**src/serial_board_io_status_pkg.sv**
```systemverilog
package serial_board_io_status_pkg;

    // Register byte offsets
    localparam logic [7:0] OFF_USER_SWITCH   = 8'h04;
    localparam logic [7:0] OFF_IRQ_STATUS    = 8'h08;
    localparam logic [7:0] OFF_LINE_TERM     = 8'h10;
    localparam logic [7:0] OFF_LINE_DIR      = 8'h14;
    localparam logic [7:0] OFF_DIFF_SRC      = 8'h18;
    localparam logic [7:0] OFF_DIFF_OUT      = 8'h1c;
    localparam logic [7:0] OFF_DIFF_RDBK     = 8'h20;
    localparam logic [7:0] OFF_RS232_SRC     = 8'h24;
    localparam logic [7:0] OFF_RS232_OUT     = 8'h28;
    localparam logic [7:0] OFF_RS232_RDBK    = 8'h2c;
    localparam logic [7:0] OFF_TMO_PRELOAD   = 8'h38;
    localparam logic [7:0] OFF_TMO_DATA      = 8'h3c;

    // Status port field positions
    localparam int POS_IRQ_STATUS   = 0;
    localparam int POS_IRQ_OUT      = 1;
    localparam int POS_SCC_IN       = 4;
    localparam int POS_UART_IN      = 5;
    localparam int POS_TIMER_LATCH  = 10;
    localparam int POS_SCC_LATCH    = 11;
    localparam int POS_UART_LATCH   = 12;
    localparam int POS_RX_READY     = 16;
    localparam int POS_TX_READY     = 20;

    // Field widths
    localparam int LINE_W   = 16;
    localparam int RS232_W  = 10;
    localparam int SWITCH_W = 8;
    localparam int TMO_W    = 16;
    localparam int NUM_UART = 4;

    // Reset values
    localparam logic [15:0] RST_LINE_TERM   = 16'h0000;
    localparam logic [15:0] RST_LINE_DIR    = 16'h0000;
    localparam logic [15:0] RST_DIFF_SRC    = 16'h0000;
    localparam logic [15:0] RST_DIFF_OUT    = 16'h0000;
    localparam logic [9:0]  RST_RS232_SRC   = 10'h000;
    localparam logic [9:0]  RST_RS232_OUT   = 10'h3ff;
    localparam logic [15:0] RST_TMO_PRELOAD = 16'hffff;
    localparam logic [15:0] RST_TMO_DATA    = 16'h0000;

    // Interrupt enables and force bit kept in the base control register outside
    typedef struct packed {
        logic       master_en;
        logic       timer_en;
        logic       force_irq;
        logic       scc_en;
        logic [3:0] uart_en;
    } irq_ctrl_t;

    // Live interrupt lines from the serial devices
    typedef struct packed {
        logic       sync_serial_controller;
        logic [3:0] uart;
    } irq_lines_t;

endpackage

```
**src/serial_board_io_status_regs.sv**
```systemverilog
`timescale 1ns/100ps
module serial_board_io_status_regs (
    // Clock and reset
    input  wire logic                                  i_clk,
    input  wire logic                                  i_resetn,
    // Host register port
    input  wire logic [7:0]                            i_reg_addr,
    input  wire logic                                  i_reg_wr,
    input  wire logic                                  i_reg_rd,
    input  wire logic [31:0]                           i_reg_wdata,
    output logic      [31:0]                           o_reg_rdata,
    // Base control and interrupt lines
    input  wire serial_board_io_status_pkg::irq_ctrl_t  i_irq_ctrl,
    input  wire serial_board_io_status_pkg::irq_lines_t i_irq_lines,
    input  wire logic [1:0]                            i_full_duplex,
    output logic                                       o_irq,
    // UART channel status
    input  wire logic [3:0]                            i_uart_rx_ready,
    input  wire logic [3:0]                            i_uart_tx_ready,
    input  wire logic [3:0]                            i_bg_read_en,
    // Rx data read timing
    input  wire logic [3:0]                            i_rx_read_start,
    input  wire logic                                  i_rx_read_done,
    output logic                                       o_rx_read_abort,
    output logic      [15:0]                           o_abort_data,
    // User switch
    input  wire logic [7:0]                            i_user_switch_bits,
    // Bidirectional differential lines
    input  wire logic [15:0]                           i_line_in,
    input  wire logic [15:0]                           i_sys_line_out,
    input  wire logic [15:0]                           i_sys_line_oe,
    output logic      [15:0]                           o_line_out,
    output logic      [15:0]                           o_line_oe,
    output logic      [15:0]                           o_line_term,
    // RS-232 and auxiliary lines
    input  wire logic [7:0]                            i_uart_out,
    input  wire logic [1:0]                            i_controller_sync,
    input  wire logic [7:0]                            i_rs232_in,
    input  wire logic [1:0]                            i_aux_in,
    output logic      [7:0]                            o_rs232_out,
    output logic      [1:0]                            o_aux_out,
    output logic      [1:0]                            o_aux_oe
);

    // Register storage
    logic [15:0] term_q;
    logic [15:0] dir_q;
    logic [15:0] diff_src_q;
    logic [15:0] diff_out_q;
    logic [9:0]  rs_src_q;
    logic [9:0]  rs_out_q;
    logic [15:0] preload_q;
    logic [15:0] tmo_data_q;
    logic        timer_latch_q;
    logic        scc_latch_q;
    logic [3:0]  uart_latch_q;
    logic [15:0] count_q;
    logic        irq_q;

    typedef enum logic [0:0] {TMO_IDLE, TMO_RUN} tmo_state_t;
    tmo_state_t  tmo_q;

    logic        irq_cond;
    logic        tmo_fire;
    logic        bg_start;
    logic [5:0]  clr_bits;
    logic [15:0] eff_oe;
    logic [31:0] status_word;
    logic [31:0] rdata_d;

    function automatic logic hit(input logic [7:0] a, input logic [7:0] off);
        hit = (a == off);
    endfunction

    function automatic logic wr_hit(input logic [7:0] off);
        wr_hit = i_reg_wr && hit(i_reg_addr, off);
    endfunction

    assign clr_bits = wr_hit(serial_board_io_status_pkg::OFF_IRQ_STATUS) ? i_reg_wdata[15:10] : 6'h00;

    assign irq_cond = i_irq_ctrl.force_irq
                    | (timer_latch_q & i_irq_ctrl.timer_en)
                    | (i_irq_lines.sync_serial_controller & i_irq_ctrl.scc_en)
                    | (|(i_irq_lines.uart & i_irq_ctrl.uart_en));

    always_ff @(posedge i_clk or negedge i_resetn) begin
        if (!i_resetn) begin
            irq_q <= 1'b0;
        end else begin
            irq_q <= irq_cond & i_irq_ctrl.master_en;
        end
    end

    assign o_irq = irq_q;

    assign bg_start = |(i_rx_read_start & i_bg_read_en);

    assign tmo_fire = (tmo_q == TMO_RUN) && (count_q == 16'h0000) && !i_rx_read_done;

    always_ff @(posedge i_clk or negedge i_resetn) begin
        if (!i_resetn) begin
            tmo_q   <= TMO_IDLE;
            count_q <= 16'h0000;
        end else begin
            case (tmo_q)
                TMO_IDLE: begin
                    if (bg_start) begin
                        tmo_q   <= TMO_RUN;
                        count_q <= preload_q;
                    end
                end
                TMO_RUN: begin
                    if (i_rx_read_done || tmo_fire) begin
                        tmo_q <= TMO_IDLE;
                    end else begin
                        count_q <= count_q - 16'h0001;
                    end
                end
                default: begin
                    tmo_q <= TMO_IDLE;
                end
            endcase
        end
    end

    always_ff @(posedge i_clk or negedge i_resetn) begin
        if (!i_resetn) begin
            o_rx_read_abort <= 1'b0;
            o_abort_data    <= 16'h0000;
        end else begin
            o_rx_read_abort <= tmo_fire;
            if (tmo_fire) begin
                o_abort_data <= tmo_data_q;
            end
        end
    end

    always_ff @(posedge i_clk or negedge i_resetn) begin
        if (!i_resetn) begin
            timer_latch_q <= 1'b0;
        end else if (tmo_fire) begin
            timer_latch_q <= 1'b1;
        end else if (clr_bits[0]) begin
            timer_latch_q <= 1'b0;
        end
    end

    always_ff @(posedge i_clk or negedge i_resetn) begin
        if (!i_resetn) begin
            scc_latch_q  <= 1'b0;
            uart_latch_q <= 4'h0;
        end else begin
            scc_latch_q  <= i_irq_lines.sync_serial_controller | (scc_latch_q & ~clr_bits[1]);
            uart_latch_q <= i_irq_lines.uart | (uart_latch_q & ~clr_bits[5:2]);
        end
    end

    always_ff @(posedge i_clk or negedge i_resetn) begin
        if (!i_resetn) begin
            term_q     <= serial_board_io_status_pkg::RST_LINE_TERM;
            dir_q      <= serial_board_io_status_pkg::RST_LINE_DIR;
            diff_src_q <= serial_board_io_status_pkg::RST_DIFF_SRC;
            diff_out_q <= serial_board_io_status_pkg::RST_DIFF_OUT;
        end else begin
            if (wr_hit(serial_board_io_status_pkg::OFF_LINE_TERM)) begin
                term_q <= i_reg_wdata[15:0];
            end
            if (wr_hit(serial_board_io_status_pkg::OFF_LINE_DIR)) begin
                dir_q <= i_reg_wdata[15:0];
            end
            if (wr_hit(serial_board_io_status_pkg::OFF_DIFF_SRC)) begin
                diff_src_q <= i_reg_wdata[15:0];
            end
            if (wr_hit(serial_board_io_status_pkg::OFF_DIFF_OUT)) begin
                diff_out_q <= i_reg_wdata[15:0];
            end
        end
    end

    always_ff @(posedge i_clk or negedge i_resetn) begin
        if (!i_resetn) begin
            rs_src_q   <= serial_board_io_status_pkg::RST_RS232_SRC;
            rs_out_q   <= serial_board_io_status_pkg::RST_RS232_OUT;
            preload_q  <= serial_board_io_status_pkg::RST_TMO_PRELOAD;
            tmo_data_q <= serial_board_io_status_pkg::RST_TMO_DATA;
        end else begin
            if (wr_hit(serial_board_io_status_pkg::OFF_RS232_SRC)) begin
                rs_src_q <= i_reg_wdata[9:0];
            end
            if (wr_hit(serial_board_io_status_pkg::OFF_RS232_OUT)) begin
                rs_out_q <= i_reg_wdata[9:0];
            end
            if (wr_hit(serial_board_io_status_pkg::OFF_TMO_PRELOAD)) begin
                preload_q <= i_reg_wdata[15:0];
            end
            if (wr_hit(serial_board_io_status_pkg::OFF_TMO_DATA)) begin
                tmo_data_q <= i_reg_wdata[15:0];
            end
        end
    end

    // channel A lines 7-0, B 15-8
    assign eff_oe = {(i_full_duplex[1] ? i_sys_line_oe[15:8] : dir_q[15:8]),
                     (i_full_duplex[0] ? i_sys_line_oe[7:0]  : dir_q[7:0])};

    always_ff @(posedge i_clk or negedge i_resetn) begin
        if (!i_resetn) begin
            o_line_term <= 16'h0000;
            o_line_oe   <= 16'h0000;
            o_line_out  <= 16'h0000;
        end else begin
            o_line_term <= term_q;
            o_line_oe   <= eff_oe;
            o_line_out  <= (diff_src_q & diff_out_q) | (~diff_src_q & i_sys_line_out);
        end
    end

    // open drain pulls low on zero
    always_ff @(posedge i_clk or negedge i_resetn) begin
        if (!i_resetn) begin
            o_rs232_out <= 8'hff;
            o_aux_out   <= 2'h0;
            o_aux_oe    <= 2'h0;
        end else begin
            o_rs232_out <= (rs_src_q[7:0] & rs_out_q[7:0]) | (~rs_src_q[7:0] & i_uart_out);
            o_aux_out   <= 2'h0;
            o_aux_oe    <= ~((rs_src_q[9:8] & rs_out_q[9:8]) | (~rs_src_q[9:8] & i_controller_sync));
        end
    end

    always_comb begin
        status_word = 32'h0000_0000;
        status_word[serial_board_io_status_pkg::POS_IRQ_STATUS]  = irq_cond;
        status_word[serial_board_io_status_pkg::POS_IRQ_OUT]     = irq_q;
        status_word[serial_board_io_status_pkg::POS_SCC_IN]      = i_irq_lines.sync_serial_controller;
        status_word[serial_board_io_status_pkg::POS_UART_IN +: 4] = i_irq_lines.uart;
        status_word[serial_board_io_status_pkg::POS_TIMER_LATCH] = timer_latch_q;
        status_word[serial_board_io_status_pkg::POS_SCC_LATCH]   = scc_latch_q;
        status_word[serial_board_io_status_pkg::POS_UART_LATCH +: 4] = uart_latch_q;
        status_word[serial_board_io_status_pkg::POS_RX_READY +: 4]   = i_uart_rx_ready;
        status_word[serial_board_io_status_pkg::POS_TX_READY +: 4]   = i_uart_tx_ready;
    end

    always_comb begin
        rdata_d = 32'h0000_0000;
        case (i_reg_addr)
            serial_board_io_status_pkg::OFF_USER_SWITCH: rdata_d = {24'h000000, i_user_switch_bits};
            serial_board_io_status_pkg::OFF_IRQ_STATUS:  rdata_d = status_word;
            serial_board_io_status_pkg::OFF_LINE_TERM:   rdata_d = {16'h0000, term_q};
            serial_board_io_status_pkg::OFF_LINE_DIR:    rdata_d = {16'h0000, dir_q};
            serial_board_io_status_pkg::OFF_DIFF_SRC:    rdata_d = {16'h0000, diff_src_q};
            serial_board_io_status_pkg::OFF_DIFF_OUT:    rdata_d = {16'h0000, diff_out_q};
            serial_board_io_status_pkg::OFF_DIFF_RDBK:   rdata_d = {16'h0000, i_line_in & ~eff_oe};
            serial_board_io_status_pkg::OFF_RS232_SRC:   rdata_d = {22'h0, rs_src_q};
            serial_board_io_status_pkg::OFF_RS232_OUT:   rdata_d = {22'h0, rs_out_q};
            serial_board_io_status_pkg::OFF_RS232_RDBK:  rdata_d = {22'h0, i_aux_in, i_rs232_in};
            serial_board_io_status_pkg::OFF_TMO_PRELOAD: rdata_d = {16'h0000, preload_q};
            serial_board_io_status_pkg::OFF_TMO_DATA:    rdata_d = {16'h0000, tmo_data_q};
            default:                                     rdata_d = 32'h0000_0000;
        endcase
    end

    always_ff @(posedge i_clk or negedge i_resetn) begin
        if (!i_resetn) begin
            o_reg_rdata <= 32'h0000_0000;
        end else if (i_reg_rd) begin
            o_reg_rdata <= rdata_d;
        end
    end
endmodule // serial_board_io_status_regs

```
**config.mk**
```make
export PLATFORM = sky130hd
export DESIGN_NAME = serial_board_io_status_regs
export DESIGN_NICKNAME = d
export VERILOG_FILES = /design/src/serial_board_io_status_pkg.sv /design/src/serial_board_io_status_regs.sv
export SDC_FILE = /design/constraint.sdc
export NUM_CORES = 1
export LEC_CHECK = 0
export BUFFER_PORTS_ARGS = -buffer_cell sky130_fd_sc_hd__buf_2
export CAP_MARGIN = 0
export CORE_MARGIN = 1.5
export CORE_UTILIZATION = 50
export CTS_CLUSTER_DIAMETER = 120
export DETAILED_ROUTE_END_ITERATION = 10
export GPL_TIMING_DRIVEN = 0
export PLACE_DENSITY = 0.75
export SYNTH_ARGS = -nofsm -noshare
export SYNTH_HDL_FRONTEND = slang
export SYNTH_SLANG_ARGS = --single-unit
```
**constraint.sdc**
```tcl
create_clock -name i_clk -period 3.2 [get_ports i_clk]
set_clock_uncertainty 0.2 [all_clocks]
set_input_delay 0.16 -clock i_clk [delete_from_list [all_inputs] [get_ports i_clk]]
set_output_delay 0.16 -clock i_clk [all_outputs]
set_load 0.03 [all_outputs]
```
==> After elaboration in Yosys (flattened, before gate mapping) <==
Index checks and enable logic that the tools add are counted.
{ "classes": {"reduce_logical": 18, "add_sub_neg": 1, "eq_ne": 14, "mux": 12, "bitwise_logic": 30} }
{ "ops": {"columns": ["op", "n"], "rows": [
  ["$pmux 24 s12", 1],
  ["$and 16x16->16", 3],
  ["$eq 8x6->1 const B", 6],
  ["$eq 8x5->1 const B", 4],
  ["$mux 16", 2],
  ["$not 16->16", 2],
  ["$pmux 16 s2", 1],
  ["$and 8x8->8", 2],
  ["$logic_not 16->1", 1],
  ["$mux 8", 2],
  ["$or 16x16->16", 1],
  ["$sub 16x1->16 const B", 1],
  ["$and 4x4->4", 3],
  ["$logic_and 1x1->1", 11],
  ["$eq 8x3->1 const B", 1],
  ["$eq 8x4->1 const B", 1],
  ["$not 8->8", 1],
  ["$or 8x8->8", 1],
  ["$reduce_or 4->1", 2],
  ["$mux 6", 1],
  ["$and 1x1->1", 4],
  ["$and 2x2->2", 2],
  ["$mux 1", 4],
  ["$ne 2x2->1 const B", 2],
  ["11 further kinds", 16]
]} }
{ "word_totals": {"reg_bits": 247, "word_cells": 97, "output_inout_bits": 110, "input_bits": 152} }

==> Depth between registers and ports, before layout <==
Gate-level depths: netlist of run 1.
{ "logic_depth": {"ltp_word": 6, "ltp_mapped": 8, "ltp_nobuf": 7} }

==> Worst setup path before layout of run 1 <==
No wires, ideal clock.
{ "synth_path": {"path_kind": "reg2reg", "from": "register count_q[0]", "to": "register o_abort_data[1]", "path_stages_with_launch": 8, "arrival_time_ps": 2000, "slack_ps": 875, "period_less_slack_ps": 2325, "n_path_buf": 1, "t_required_ps": 2875, "cell_sequence": "dfrtp_1 inv_1 ha_1 nor4b_4 nand4_2 nor3_4 buf_4 mux2_2"} }
{ "synth_between": {"elab_chain_cells": 3} }
{ "synth_lines": {"columns": ["element", "line", "text"], "rows": [
  ["start, declared", "serial_board_io_status_regs.sv:57", "logic [15:0] count_q;"],
  ["start signal, assigned", "serial_board_io_status_regs.sv:109", "count_q <= preload_q;"],
  ["start signal, assigned", "serial_board_io_status_regs.sv:116", "count_q <= count_q - 16'h0001;"],
  ["$logic_not 16->1", "serial_board_io_status_regs.sv:98", "assign tmo_fire = (tmo_q == TMO_RUN) && (count_q == 16'h0000) && !i_rx_read_done;"],
  ["$logic_and 1x1->1 (2 in a row)", "serial_board_io_status_regs.sv:98", null],
  ["end signal, assigned", "serial_board_io_status_regs.sv:133", "o_abort_data <= tmo_data_q;"],
  ["end, declared", "serial_board_io_status_regs.sv:25", "output logic [15:0] o_abort_data,"]
]} }
Every way passes these cells.
A chain may end at the register's enable or synchronous reset.

==> Worst setup path in the final report of run 1 <==
{ "layout_path": {"from": "register count_q[0]", "to": "register o_abort_data[7]"} }
Same word-level chain as after synthesis.

==> flow_metrics.env, run 1 <==
export IMPL_dp_slack_ns=0.260
export IMPL_critPathLaunchType="flip-flop"
export IMPL_max_slew_margin_rel_pct=29.6
export IMPL_grt_max_degree=125
export IMPL_start_util_pct=51.4
export IMPL_status="finished, final reports clean"
export IMPL_cp_slowest_cell="nor3_4"
export IMPL_yosysTopAreaCell="dfrtp_1"
export IMPL_avgSynthCellArea_um2=12.7
export IMPL_dp_cells=1375
export IMPL_fmax_mhz=332
export IMPL_largest_reg_flops=24
export IMPL_clock_sinks=239
export IMPL_min_path_type="in2reg"
export IMPL_cts_resized=0
export IMPL_area_growth_pct=32.1
export IMPL_multi_input_area_um2=4490
export IMPL_die_area_um2=22700
export IMPL_grt_pass1_wl_mm=54.6
export IMPL_die_w_um=151
export IMPL_io_buffers=229
export IMPL_synthSimpleGateAreaFrac_pct=9.33
export IMPL_tritoncts="yes"
export IMPL_ir_drop_v=0.000433
export IMPL_synth_flop_cell="dfrtp_1"
export IMPL_die_y_um=151
export IMPL_post_route_util_pct=67.9
export IMPL_p_switching_mw=2.27
export IMPL_swShare_pct=27.5
export IMPL_hold_worst_slack_ns=0.00733
export IMPL_whs_path_depth=6
export IMPL_gp_routability_congestion=0.951
export IMPL_num_fill_cells=1522
export IMPL_r2r_end="o_abort_data[7]$_DFFE_PN0P_"
export IMPL_r2r_slack_ns=0.19
export IMPL_pwr_share_clk_pct=41.4
export IMPL_p_int_mw=5.98
export IMPL_worst_slew_pin_slew_ns=1.06
export IMPL_ff_latch_area_um2=6020
export IMPL_ys_types=77
export IMPL_worstSetupEndpointType="flip-flop"
export IMPL_netlist_area_um2=10900
export IMPL_synth_top_area_share_pct=47.0
export IMPL_async_flop_share_pct=100
export IMPL_setup_viol=0
export IMPL_synth_most_common_cell="dfrtp_1"
export IMPL_synth_top_family_by_area="multiplexers"
export IMPL_first_pass_iters=5
export IMPL_cts_root_buf="clkbuf_16"
export IMPL_synth_area_leaders="dfrtp_1, mux2_2, dfstp_2"
export IMPL_regToRegStartpoint="count_q[0]$_DFFE_PN0P_"
export IMPL_worstSetupStartpoint="count_q[0]$_DFFE_PN0P_"
export IMPL_netlist_top_cells_count="dfrtp_1, mux2_2, inv_1, nand3_1, dfstp_2"
export IMPL_final_nets=1375
export IMPL_post_drt_via_cell_ratio=5.97
export IMPL_routedWlPerCell_um=24.3
export IMPL_io_pins=262
export IMPL_grt_setup_unrepaired="false"
export IMPL_drcViolationCount=0
export IMPL_grt_util_all_layers_pct=32.6
export IMPL_power_density_nw_per_um2=573
export IMPL_hold_path_endpoint="o_reg_rdata[10]$_DFFE_PN0P_"
export IMPL_ant_nets=0
export IMPL_synth_compound_area_share_pct=10.4
export IMPL_synth_mux_area_share_pct=20.9
export IMPL_dpl_hpwl_mm=24.7
export IMPL_row_count=53
export IMPL_seqPwrFrac_pct=41.9
export IMPL_yosysSeqAreaShare_pct=55.2
export IMPL_largest_register="o_reg_rdata"
export IMPL_critPathRequiredTime_ns=3.41
export IMPL_cts_clk_slew_worst_paths_ns=0.07
export IMPL_dr_first_iter_drc_count=765
export IMPL_min_from="i_line_in[10]"
export IMPL_p_leak_nw=6.91
export IMPL_grt_pass1_vias=9114
export IMPL_worstSetupPathType="reg2reg"
export IMPL_min_period_ns=3.01
export IMPL_synth_xor_area_share_pct=0
export IMPL_final_hold_viol_count=0
export IMPL_ctsLongestPathBuffers=3
export IMPL_cp_max_fo=10
export IMPL_cts_inserted_buffers=26
export IMPL_drive_gt1_share_pct=43.5
export IMPL_rr_worst_depth=7
export IMPL_antenna_found_initial=0
export IMPL_cts_htree_levels=1
export IMPL_period_share_pct=94.0
export IMPL_ys_ff_latch=239
export IMPL_maxCapViolCount=0
export IMPL_cp_arrival_ns=3.22
export IMPL_crit_path_cell_trace="inv_1 > ha_1 > nor4b_4 > nand4_2 > nor3_4 > buf_4 > mux2_2"
export IMPL_overflow=0
export IMPL_wirelength_mm=36.9
export IMPL_yosysWarnings=0
export IMPL_yosys_area_share_adder_pct=0.115
export IMPL_synth_edff_count=0
export IMPL_core_area_um2=21200
export IMPL_syn_inst=861
export IMPL_final_max_slew_violation_count=0
export IMPL_pwr_share_comb_pct=16.7
export IMPL_cp_slowest_stage_delay_ns=0.52
export IMPL_finalSetupTns_ns=0
export IMPL_vias=9057
export IMPL_stdcell_count=1518
export IMPL_timing_final_ws_setup_ns=0.191
export IMPL_clock_latency_ns=0.54
==> final cells by class <==
cell class	count	area share, %
Clock buffer	36	5.34
Timing Repair Buffer	324	14.7
Sequential cell	239	41.8
Clock inverter	12	1.51
Multi-Input combinational cell	539	31.2
Tap cell	275	2.39
Buffer	52	1.97
Antenna cell	1	0.0174
Inverter	40	1.04
==> layer usage <==
layer,vias up,routed length [um],track usage [%]
met4,0,1560,14.0
li1,3917,-,-
met2,512,17400,53.0
met3,107,3460,6.70
met5,-,0,0
met1,4521,14500,42.2
==> power groups by stage <==
stage	registers [mW]	clock network [mW]	logic [mW]
2_1_floorplan	3.53	0	0.749
3_3_place_gp	3.49	0	1.24
3_5_place_dp	3.50	0	1.27
4_1_cts	3.45	3.44	1.36
5_1_grt	3.48	3.56	1.48
6_report	3.46	3.42	1.38
==> metrics by stage <==
stage | power [mW] | instance area (um2)
finish | 8.26 | 14400
global route | 8.53 | 14400
CTS | 8.24 | 14400
detailed placement | 4.77 | 12500
global placement | 4.74 | 12400
floorplan | 4.28 | 10900
==> how the worst max path moves through the flow <==
stage	end	cells after the start
6_report	o_abort_data[7]$_DFFE_PN0P_	7
5_1_grt	o_abort_data[7]$_DFFE_PN0P_	7
4_1_cts	o_abort_data[7]$_DFFE_PN0P_	7
3_5_place_dp	o_abort_data[7]$_DFFE_PN0P_	7
3_3_place_gp	o_reg_rdata[18]$_DFFE_PN0P_	1
2_1_floorplan	o_abort_data[1]$_DFFE_PN0P_	7
==> placed cells by master, fill, tap and decap left out, types with 14 or more instances in the layout <==
cell,instances
nand2_1,21
inv_1,38
a22oi_1,30
buf_2,248
o22ai_1,15
dfrtp_1,205
buf_4,15
nor2_1,32
mux2_2,173
nand3_1,38
clkbuf_16,27
o21ai_0,20
dfstp_2,34
dlygate4sd3_1,94
clkbuf_1,19
mux2i_1,14
==> what timing repair did <==
| item | CTS | global route |
|---|---|---|
| hold buffers | 94 | 0 |
| hold endpoints to repair | 295 | 0 |
| buffers inserted | 0 | 0 |
==> kinds of logic after synthesis <==
| family | after synthesis |
|---|---|
| buf+inv | 92 |
| flops | 239 |
| simple gates | 174 |
| compound gates | 153 |
| mux | 201 |
| other cells | 1 |
| fa+ha+maj | 1 |
==> critical path: cells and delay by family, from the launching register on <==
family	cells	cell delay [ns]
simple gates	3	1.19
buf+inv	2	0.47
flops	1	0.40
mux	1	0.38
fa+ha+maj	1	0.23
No activity file was read; power rests on OpenSTA's default activity.
==> inputs of run 2 (changes only) <==
clock period = 3.58 ns   (was 3.2 ns; I/O delays follow)
==> flow_metrics.env, run 2 (same netlist as run 1, synthesis figures left out) <==
export IMPL_critPathRequiredTime_ns=3.78
export IMPL_clock_latency_ns=0.54
export IMPL_clock_sinks=239
export IMPL_vias=9040
export IMPL_overflow=0
export IMPL_worstSetupPathType="reg2reg"
export IMPL_area_growth_pct=32.0
export IMPL_dr_first_iter_drc_count=678
export IMPL_stdcell_count=1518
export IMPL_worstSetupStartpoint="count_q[0]$_DFFE_PN0P_"
export IMPL_start_util_pct=51.4
export IMPL_rr_worst_depth=7
export IMPL_power_density_nw_per_um2=512
export IMPL_cts_root_buf="clkbuf_16"
export IMPL_die_area_um2=22700
export IMPL_status="complete, but fails checks"
export IMPL_dp_slack_ns=0.640
export IMPL_cts_clk_slew_worst_paths_ns=0.07
export IMPL_die_w_um=151
export IMPL_worstSetupEndpointType="flip-flop"
export IMPL_grt_max_degree=125
export IMPL_core_area_um2=21200
export IMPL_routedWlPerCell_um=24.3
export IMPL_grt_util_all_layers_pct=32.5
export IMPL_ctsLongestPathBuffers=3
export IMPL_grt_setup_unrepaired="false"
export IMPL_drcViolationCount=2
export IMPL_ant_nets=0
export IMPL_r2r_end="o_abort_data[7]$_DFFE_PN0P_"
export IMPL_cp_max_fo=10
export IMPL_violations="DRC"
export IMPL_r2r_slack_ns=0.54
export IMPL_min_period_ns=3.04
export IMPL_timing_final_ws_setup_ns=0.540
export IMPL_regToRegStartpoint="count_q[0]$_DFFE_PN0P_"
export IMPL_first_pass_iters=8
export IMPL_wirelength_mm=36.9
export IMPL_largest_reg_flops=24
export IMPL_setup_viol=0
export IMPL_crit_path_end="o_abort_data[7]$_DFFE_PN0P_"
export IMPL_critPathLaunchType="flip-flop"
export IMPL_final_common_cell="buf_2"
export IMPL_dp_cells=1375
export IMPL_min_path_type="in2reg"
export IMPL_grt_pass1_wl_mm=54.5
export IMPL_io_pins=262
export IMPL_largest_register="o_reg_rdata"
export IMPL_antenna_found_initial=0
export IMPL_post_drt_via_cell_ratio=5.96
export IMPL_final_hold_viol_count=0
export IMPL_fmax_mhz=329
export IMPL_drive_gt1_share_pct=43.5
export IMPL_io_buffers=229
export IMPL_p_leak_nw=6.90
export IMPL_period_share_pct=84.9
export IMPL_tritoncts="yes"
export IMPL_grt_pass1_vias=9106
export IMPL_max_slew_margin_rel_pct=28.8
export IMPL_gp_routability_congestion=0.951
export IMPL_cp_arrival_ns=3.24
export IMPL_worst_slew_pin_slew_ns=1.07
export IMPL_final_cell_mix="buf_2, dfrtp_1, mux2_2, dlygate4sd3_1"
export IMPL_cts_htree_levels=1
export IMPL_maxCapViolCount=0
export IMPL_final_nets=1374
export IMPL_cts_setup_buffers=0
export IMPL_cts_inserted_buffers=26
export IMPL_row_count=53
export IMPL_final_max_slew_violation_count=0
export IMPL_cts_resized=0
export IMPL_die_y_um=151
export IMPL_post_route_util_pct=67.9
export IMPL_dpl_hpwl_mm=24.7
export IMPL_ir_drop_v=0.000387
==> run 2: what timing repair did <==
| action | CTS | global route |
|---|---|---|
| hold buffers | 93 | 0 |
| endpoints found under the hold margin | 293 | 0 |
| endpoints found under the setup margin | 0 | 0 |
==> run 2: layout make-up <==
class / instances / area [um2]
Sequential cell: 239 / 6020
Buffer: 52 / 284
Timing Repair Buffer: 323 / 2110
Fill cell: 1519 / 6820
Clock inverter: 12 / 218
Clock buffer: 36 / 769
Tap cell: 275 / 344
Inverter: 40 / 150
Multi-Input combinational cell: 539 / 4490
Antenna cell: 2 / 5.00
==> run 2: per-layer routing <==
layer | share of wire (%) | GRT usage [%]
met4 | 4.2 | 13.8
met2 | 47 | 53.0
met5 | 0 | 0
met1 | 39 | 42.1
met3 | 9.4 | 6.58
==> run 2: worst min path at each step <==
stage / startpoint / end / slack [ns] / cells after the start
after floorplan: i_resetn / count_q[0]$_DFFE_PN0P_ / -0.32 / 0
after global placement: i_controller_sync[0] / o_aux_oe[0]$_DFF_PN0_ / 0.16 / 2
after detailed placement: i_resetn / o_line_out[9]$_DFF_PN0_ / 0.12 / 1
after CTS: i_line_in[0] / o_reg_rdata[0]$_DFFE_PN0P_ / 0.0001 / 5
after global routing: i_line_in[13] / o_reg_rdata[13]$_DFFE_PN0P_ / 0.07 / 6
final: i_line_in[0] / o_reg_rdata[0]$_DFFE_PN0P_ / 0.02 / 5
==> run 2: through the flow <==
stage	hold slack (ns)	power [mW]	TNS, ns	instance area [um2]
floorplan	-0.317	3.82	0	10900
global placement	0.157	4.23	-436.57	12400
detailed placement	0.117	4.27	0	12500
CTS	0.000125	7.37	0	14400
global route	0.0724	7.62	0	14400
finish	0.0199	7.38	0	14400
==> run 2: critical path, cell delays in order (launching register included) <==
cell and delay (ns):
dfrtp_1 0.40, inv_1 0.10, ha_1 0.23, nor4b_4 0.38, nand4_2 0.30, nor3_4 0.53
buf_4 0.37, mux2_2 0.39
==> run 2: report_power, final <==
group          switching [mW]  internal [mW]  leakage (nW)
combinational           0.717          0.512          3.34
clock                    1.13           1.93         0.476
sequential              0.185           2.91          3.09
total                    2.03           5.35          6.90
==> inputs of run 3 (changes only) <==
CORE_UTILIZATION = 49   (was 50)
PLACE_DENSITY = 0.77   (was 0.75)
clock period = 2.6 ns   (was 3.58 ns; I/O delays follow)
==> flow_metrics.env, run 3 (same netlist as run 1, synthesis figures left out) <==
export IMPL_largest_register="o_reg_rdata"
export IMPL_routedWlPerCell_um=24.0
export IMPL_max_slew_margin_rel_pct=35.0
export IMPL_r2r_slack_ns=0.13
export IMPL_grt_pass1_vias=9205
export IMPL_dr_first_iter_drc_count=892
export IMPL_worstSetupPathType="in2reg"
export IMPL_cts_root_buf="clkbuf_16"
export IMPL_grt_util_all_layers_pct=31.3
export IMPL_die_w_um=152
export IMPL_final_nets=1385
export IMPL_cts_clk_slew_worst_paths_ns=0.07
export IMPL_dp_cells=1382
export IMPL_pwr_share_comb_pct=18.0
export IMPL_min_from="i_irq_ctrl[5]"
export IMPL_largest_reg_flops=24
export IMPL_cp_num_cells=7
export IMPL_p_switching_mw=2.76
export IMPL_dpl_hpwl_mm=25.0
export IMPL_seqPwrFrac_pct=43.9
export IMPL_ir_drop_v=0.000498
export IMPL_crit_buf_inv=2
export IMPL_die_area_um2=23200
export IMPL_antenna_found_initial=2
export IMPL_pwr_share_clk_pct=38.0
export IMPL_worstSetupStartpoint="i_reg_addr[0]"
export IMPL_violations="setup timing"
export IMPL_die_y_um=152
export IMPL_final_cell_mix="buf_2, dfrtp_1, mux2_2, dlygate4sd3_1"
export IMPL_final_common_cell="buf_2"
export IMPL_final_max_slew_violation_count=0
export IMPL_cts_htree_levels=1
export IMPL_drive_gt1_share_pct=43.3
export IMPL_first_pass_iters=5
export IMPL_gp_routability_congestion=0.976
export IMPL_start_util_pct=50.0
export IMPL_grt_max_degree=86
export IMPL_crit_path_end="o_reg_rdata[6]$_DFFE_PN0P_"
export IMPL_worstSetupEndpointType="flip-flop"
export IMPL_rr_worst_depth=7
export IMPL_final_hold_viol_count=0
export IMPL_min_period_ns=2.72
export IMPL_critPathRequiredTime_ns=2.86
export IMPL_core_area_um2=21800
export IMPL_critPathLaunchType="input pin"
export IMPL_regToRegStartpoint="count_q[0]$_DFFE_PN0P_"
export IMPL_min_path_type="in2reg"
export IMPL_fin_total_pwr_mw=9.76
export IMPL_cp_slowest_stage_delay_ns=0.76
export IMPL_io_pins=262
export IMPL_crit_path_cell_trace="clkbuf_1 > nor2_1 > nand2_1 > o31ai_1 > nor3b_1 > a32oi_1 > dlygate4sd3_1"
export IMPL_crit_family="simple AND/OR/NAND/NOR gates"
export IMPL_hold_worst_slack_ns=0.0471
export IMPL_io_buffers=229
export IMPL_worst_slew_pin_slew_ns=0.967
export IMPL_maxCapViolCount=0
export IMPL_power_density_nw_per_um2=676
export IMPL_overflow=0
export IMPL_cp_slowest_cell="nor2_1"
export IMPL_grt_setup_unrepaired="false"
export IMPL_row_count=54
export IMPL_drcViolationCount=0
export IMPL_p_leak_nw=6.89
export IMPL_tritoncts="yes"
export IMPL_cp_max_fo=9
export IMPL_clock_sinks=239
export IMPL_stdcell_count=1532
export IMPL_post_drt_via_cell_ratio=5.97
export IMPL_timing_final_ws_setup_ns=-0.121
export IMPL_cp_arrival_ns=2.98
export IMPL_ant_nets=0
export IMPL_setup_viol=2
export IMPL_area_growth_pct=32.2
export IMPL_p_int_mw=6.99
export IMPL_status="complete, but fails checks"
export IMPL_grt_pass1_wl_mm=55.6
export IMPL_vias=9153
export IMPL_ctsLongestPathBuffers=3
export IMPL_cts_inserted_buffers=25
export IMPL_r2r_end="o_abort_data[0]$_DFFE_PN0P_"
export IMPL_period_share_pct=105
export IMPL_swShare_pct=28.3
export IMPL_clock_latency_ns=0.52
export IMPL_wirelength_mm=36.8
export IMPL_fmax_mhz=367
==> run 3: repair_timing <==
| item | CTS | global route |
|---|---|---|
| setup endpoints to repair | 22 | 25 |
| buffers inserted | 2 | 2 |
| hold buffers | 100 | 0 |
| hold endpoints to repair | 409 | 0 |
| pin swaps | 1 | 1 |
| gates resized for setup | 0 | 10 |
==> run 3: metal layers <==
layer	vias to the layer above	wire length, um	global-route usage [%]
met5	-	0	0
met4	0	1630	12.0
met3	120	3770	6.68
met2	602	17100	50.0
met1	4491	14400	42.0
li1	3940	-	-
==> run 3: power by group through the flow <==
stage,logic [mW],clock network [mW],registers [mW]
global placement,1.53,0,4.30
finish,1.76,3.71,4.29
global route,1.88,3.88,4.32
CTS,1.70,3.75,4.25
floorplan,0.921,0,4.34
detailed placement,1.57,0,4.31
==> run 3: cell type report <==
| cell class | count | area (um2) |
|---|---|---|
| tap | 280 | 350 |
| timing repair buffer | 336 | 2250 |
| clock buffer | 35 | 683 |
| multi-input combinational | 539 | 4510 |
| sequential | 239 | 6020 |
| inverter | 40 | 154 |
| buffer | 51 | 285 |
| fill | 1609 | 7400 |
| clock inverter | 10 | 164 |
| antenna | 2 | 5.00 |
==> run 3: worst min path at each step <==
stage	endpoint	slack, ns	cells past startpoint
global placement	o_aux_oe[0]$_DFF_PN0_	0.11	2
floorplan	count_q[0]$_DFFE_PN0P_	-0.37	0
finish	o_reg_rdata[0]$_DFFE_PN0P_	0.05	5
global route	o_reg_rdata[5]$_DFFE_PN0P_	0.07	6
CTS	o_reg_rdata[13]$_DFFE_PN0P_	0.01	6
detailed placement	o_line_out[9]$_DFF_PN0_	-0.05	1
==> run 3: per-stage QoR <==
| step | cell area, um2 | TNS (ns) | utilization [%] | setup WS, ns |
|---|---|---|---|---|
| after global routing | 14400 | 0 | 66.1 | 0.00244 |
| after detailed placement | 12500 | -5.05 | 57.3 | -0.410 |
| final | 14400 | -0.171 | 66.1 | -0.121 |
| after floorplan | 10900 | 0 | - | 0.275 |
| after CTS | 14400 | 0 | 65.9 | 0.0555 |
| after global placement | 12400 | -665.82 | 57.0 | -3.00 |
==> run 3: worst register-to-register path, cell delays in order (launching register included) <==
cell,delay [ns]
dfrtp_1,0.39
inv_1,0.10
ha_1,0.23
nor4b_4,0.32
nand4_4,0.21
nor3_4,0.31
buf_4,0.24
mux2_2,0.36
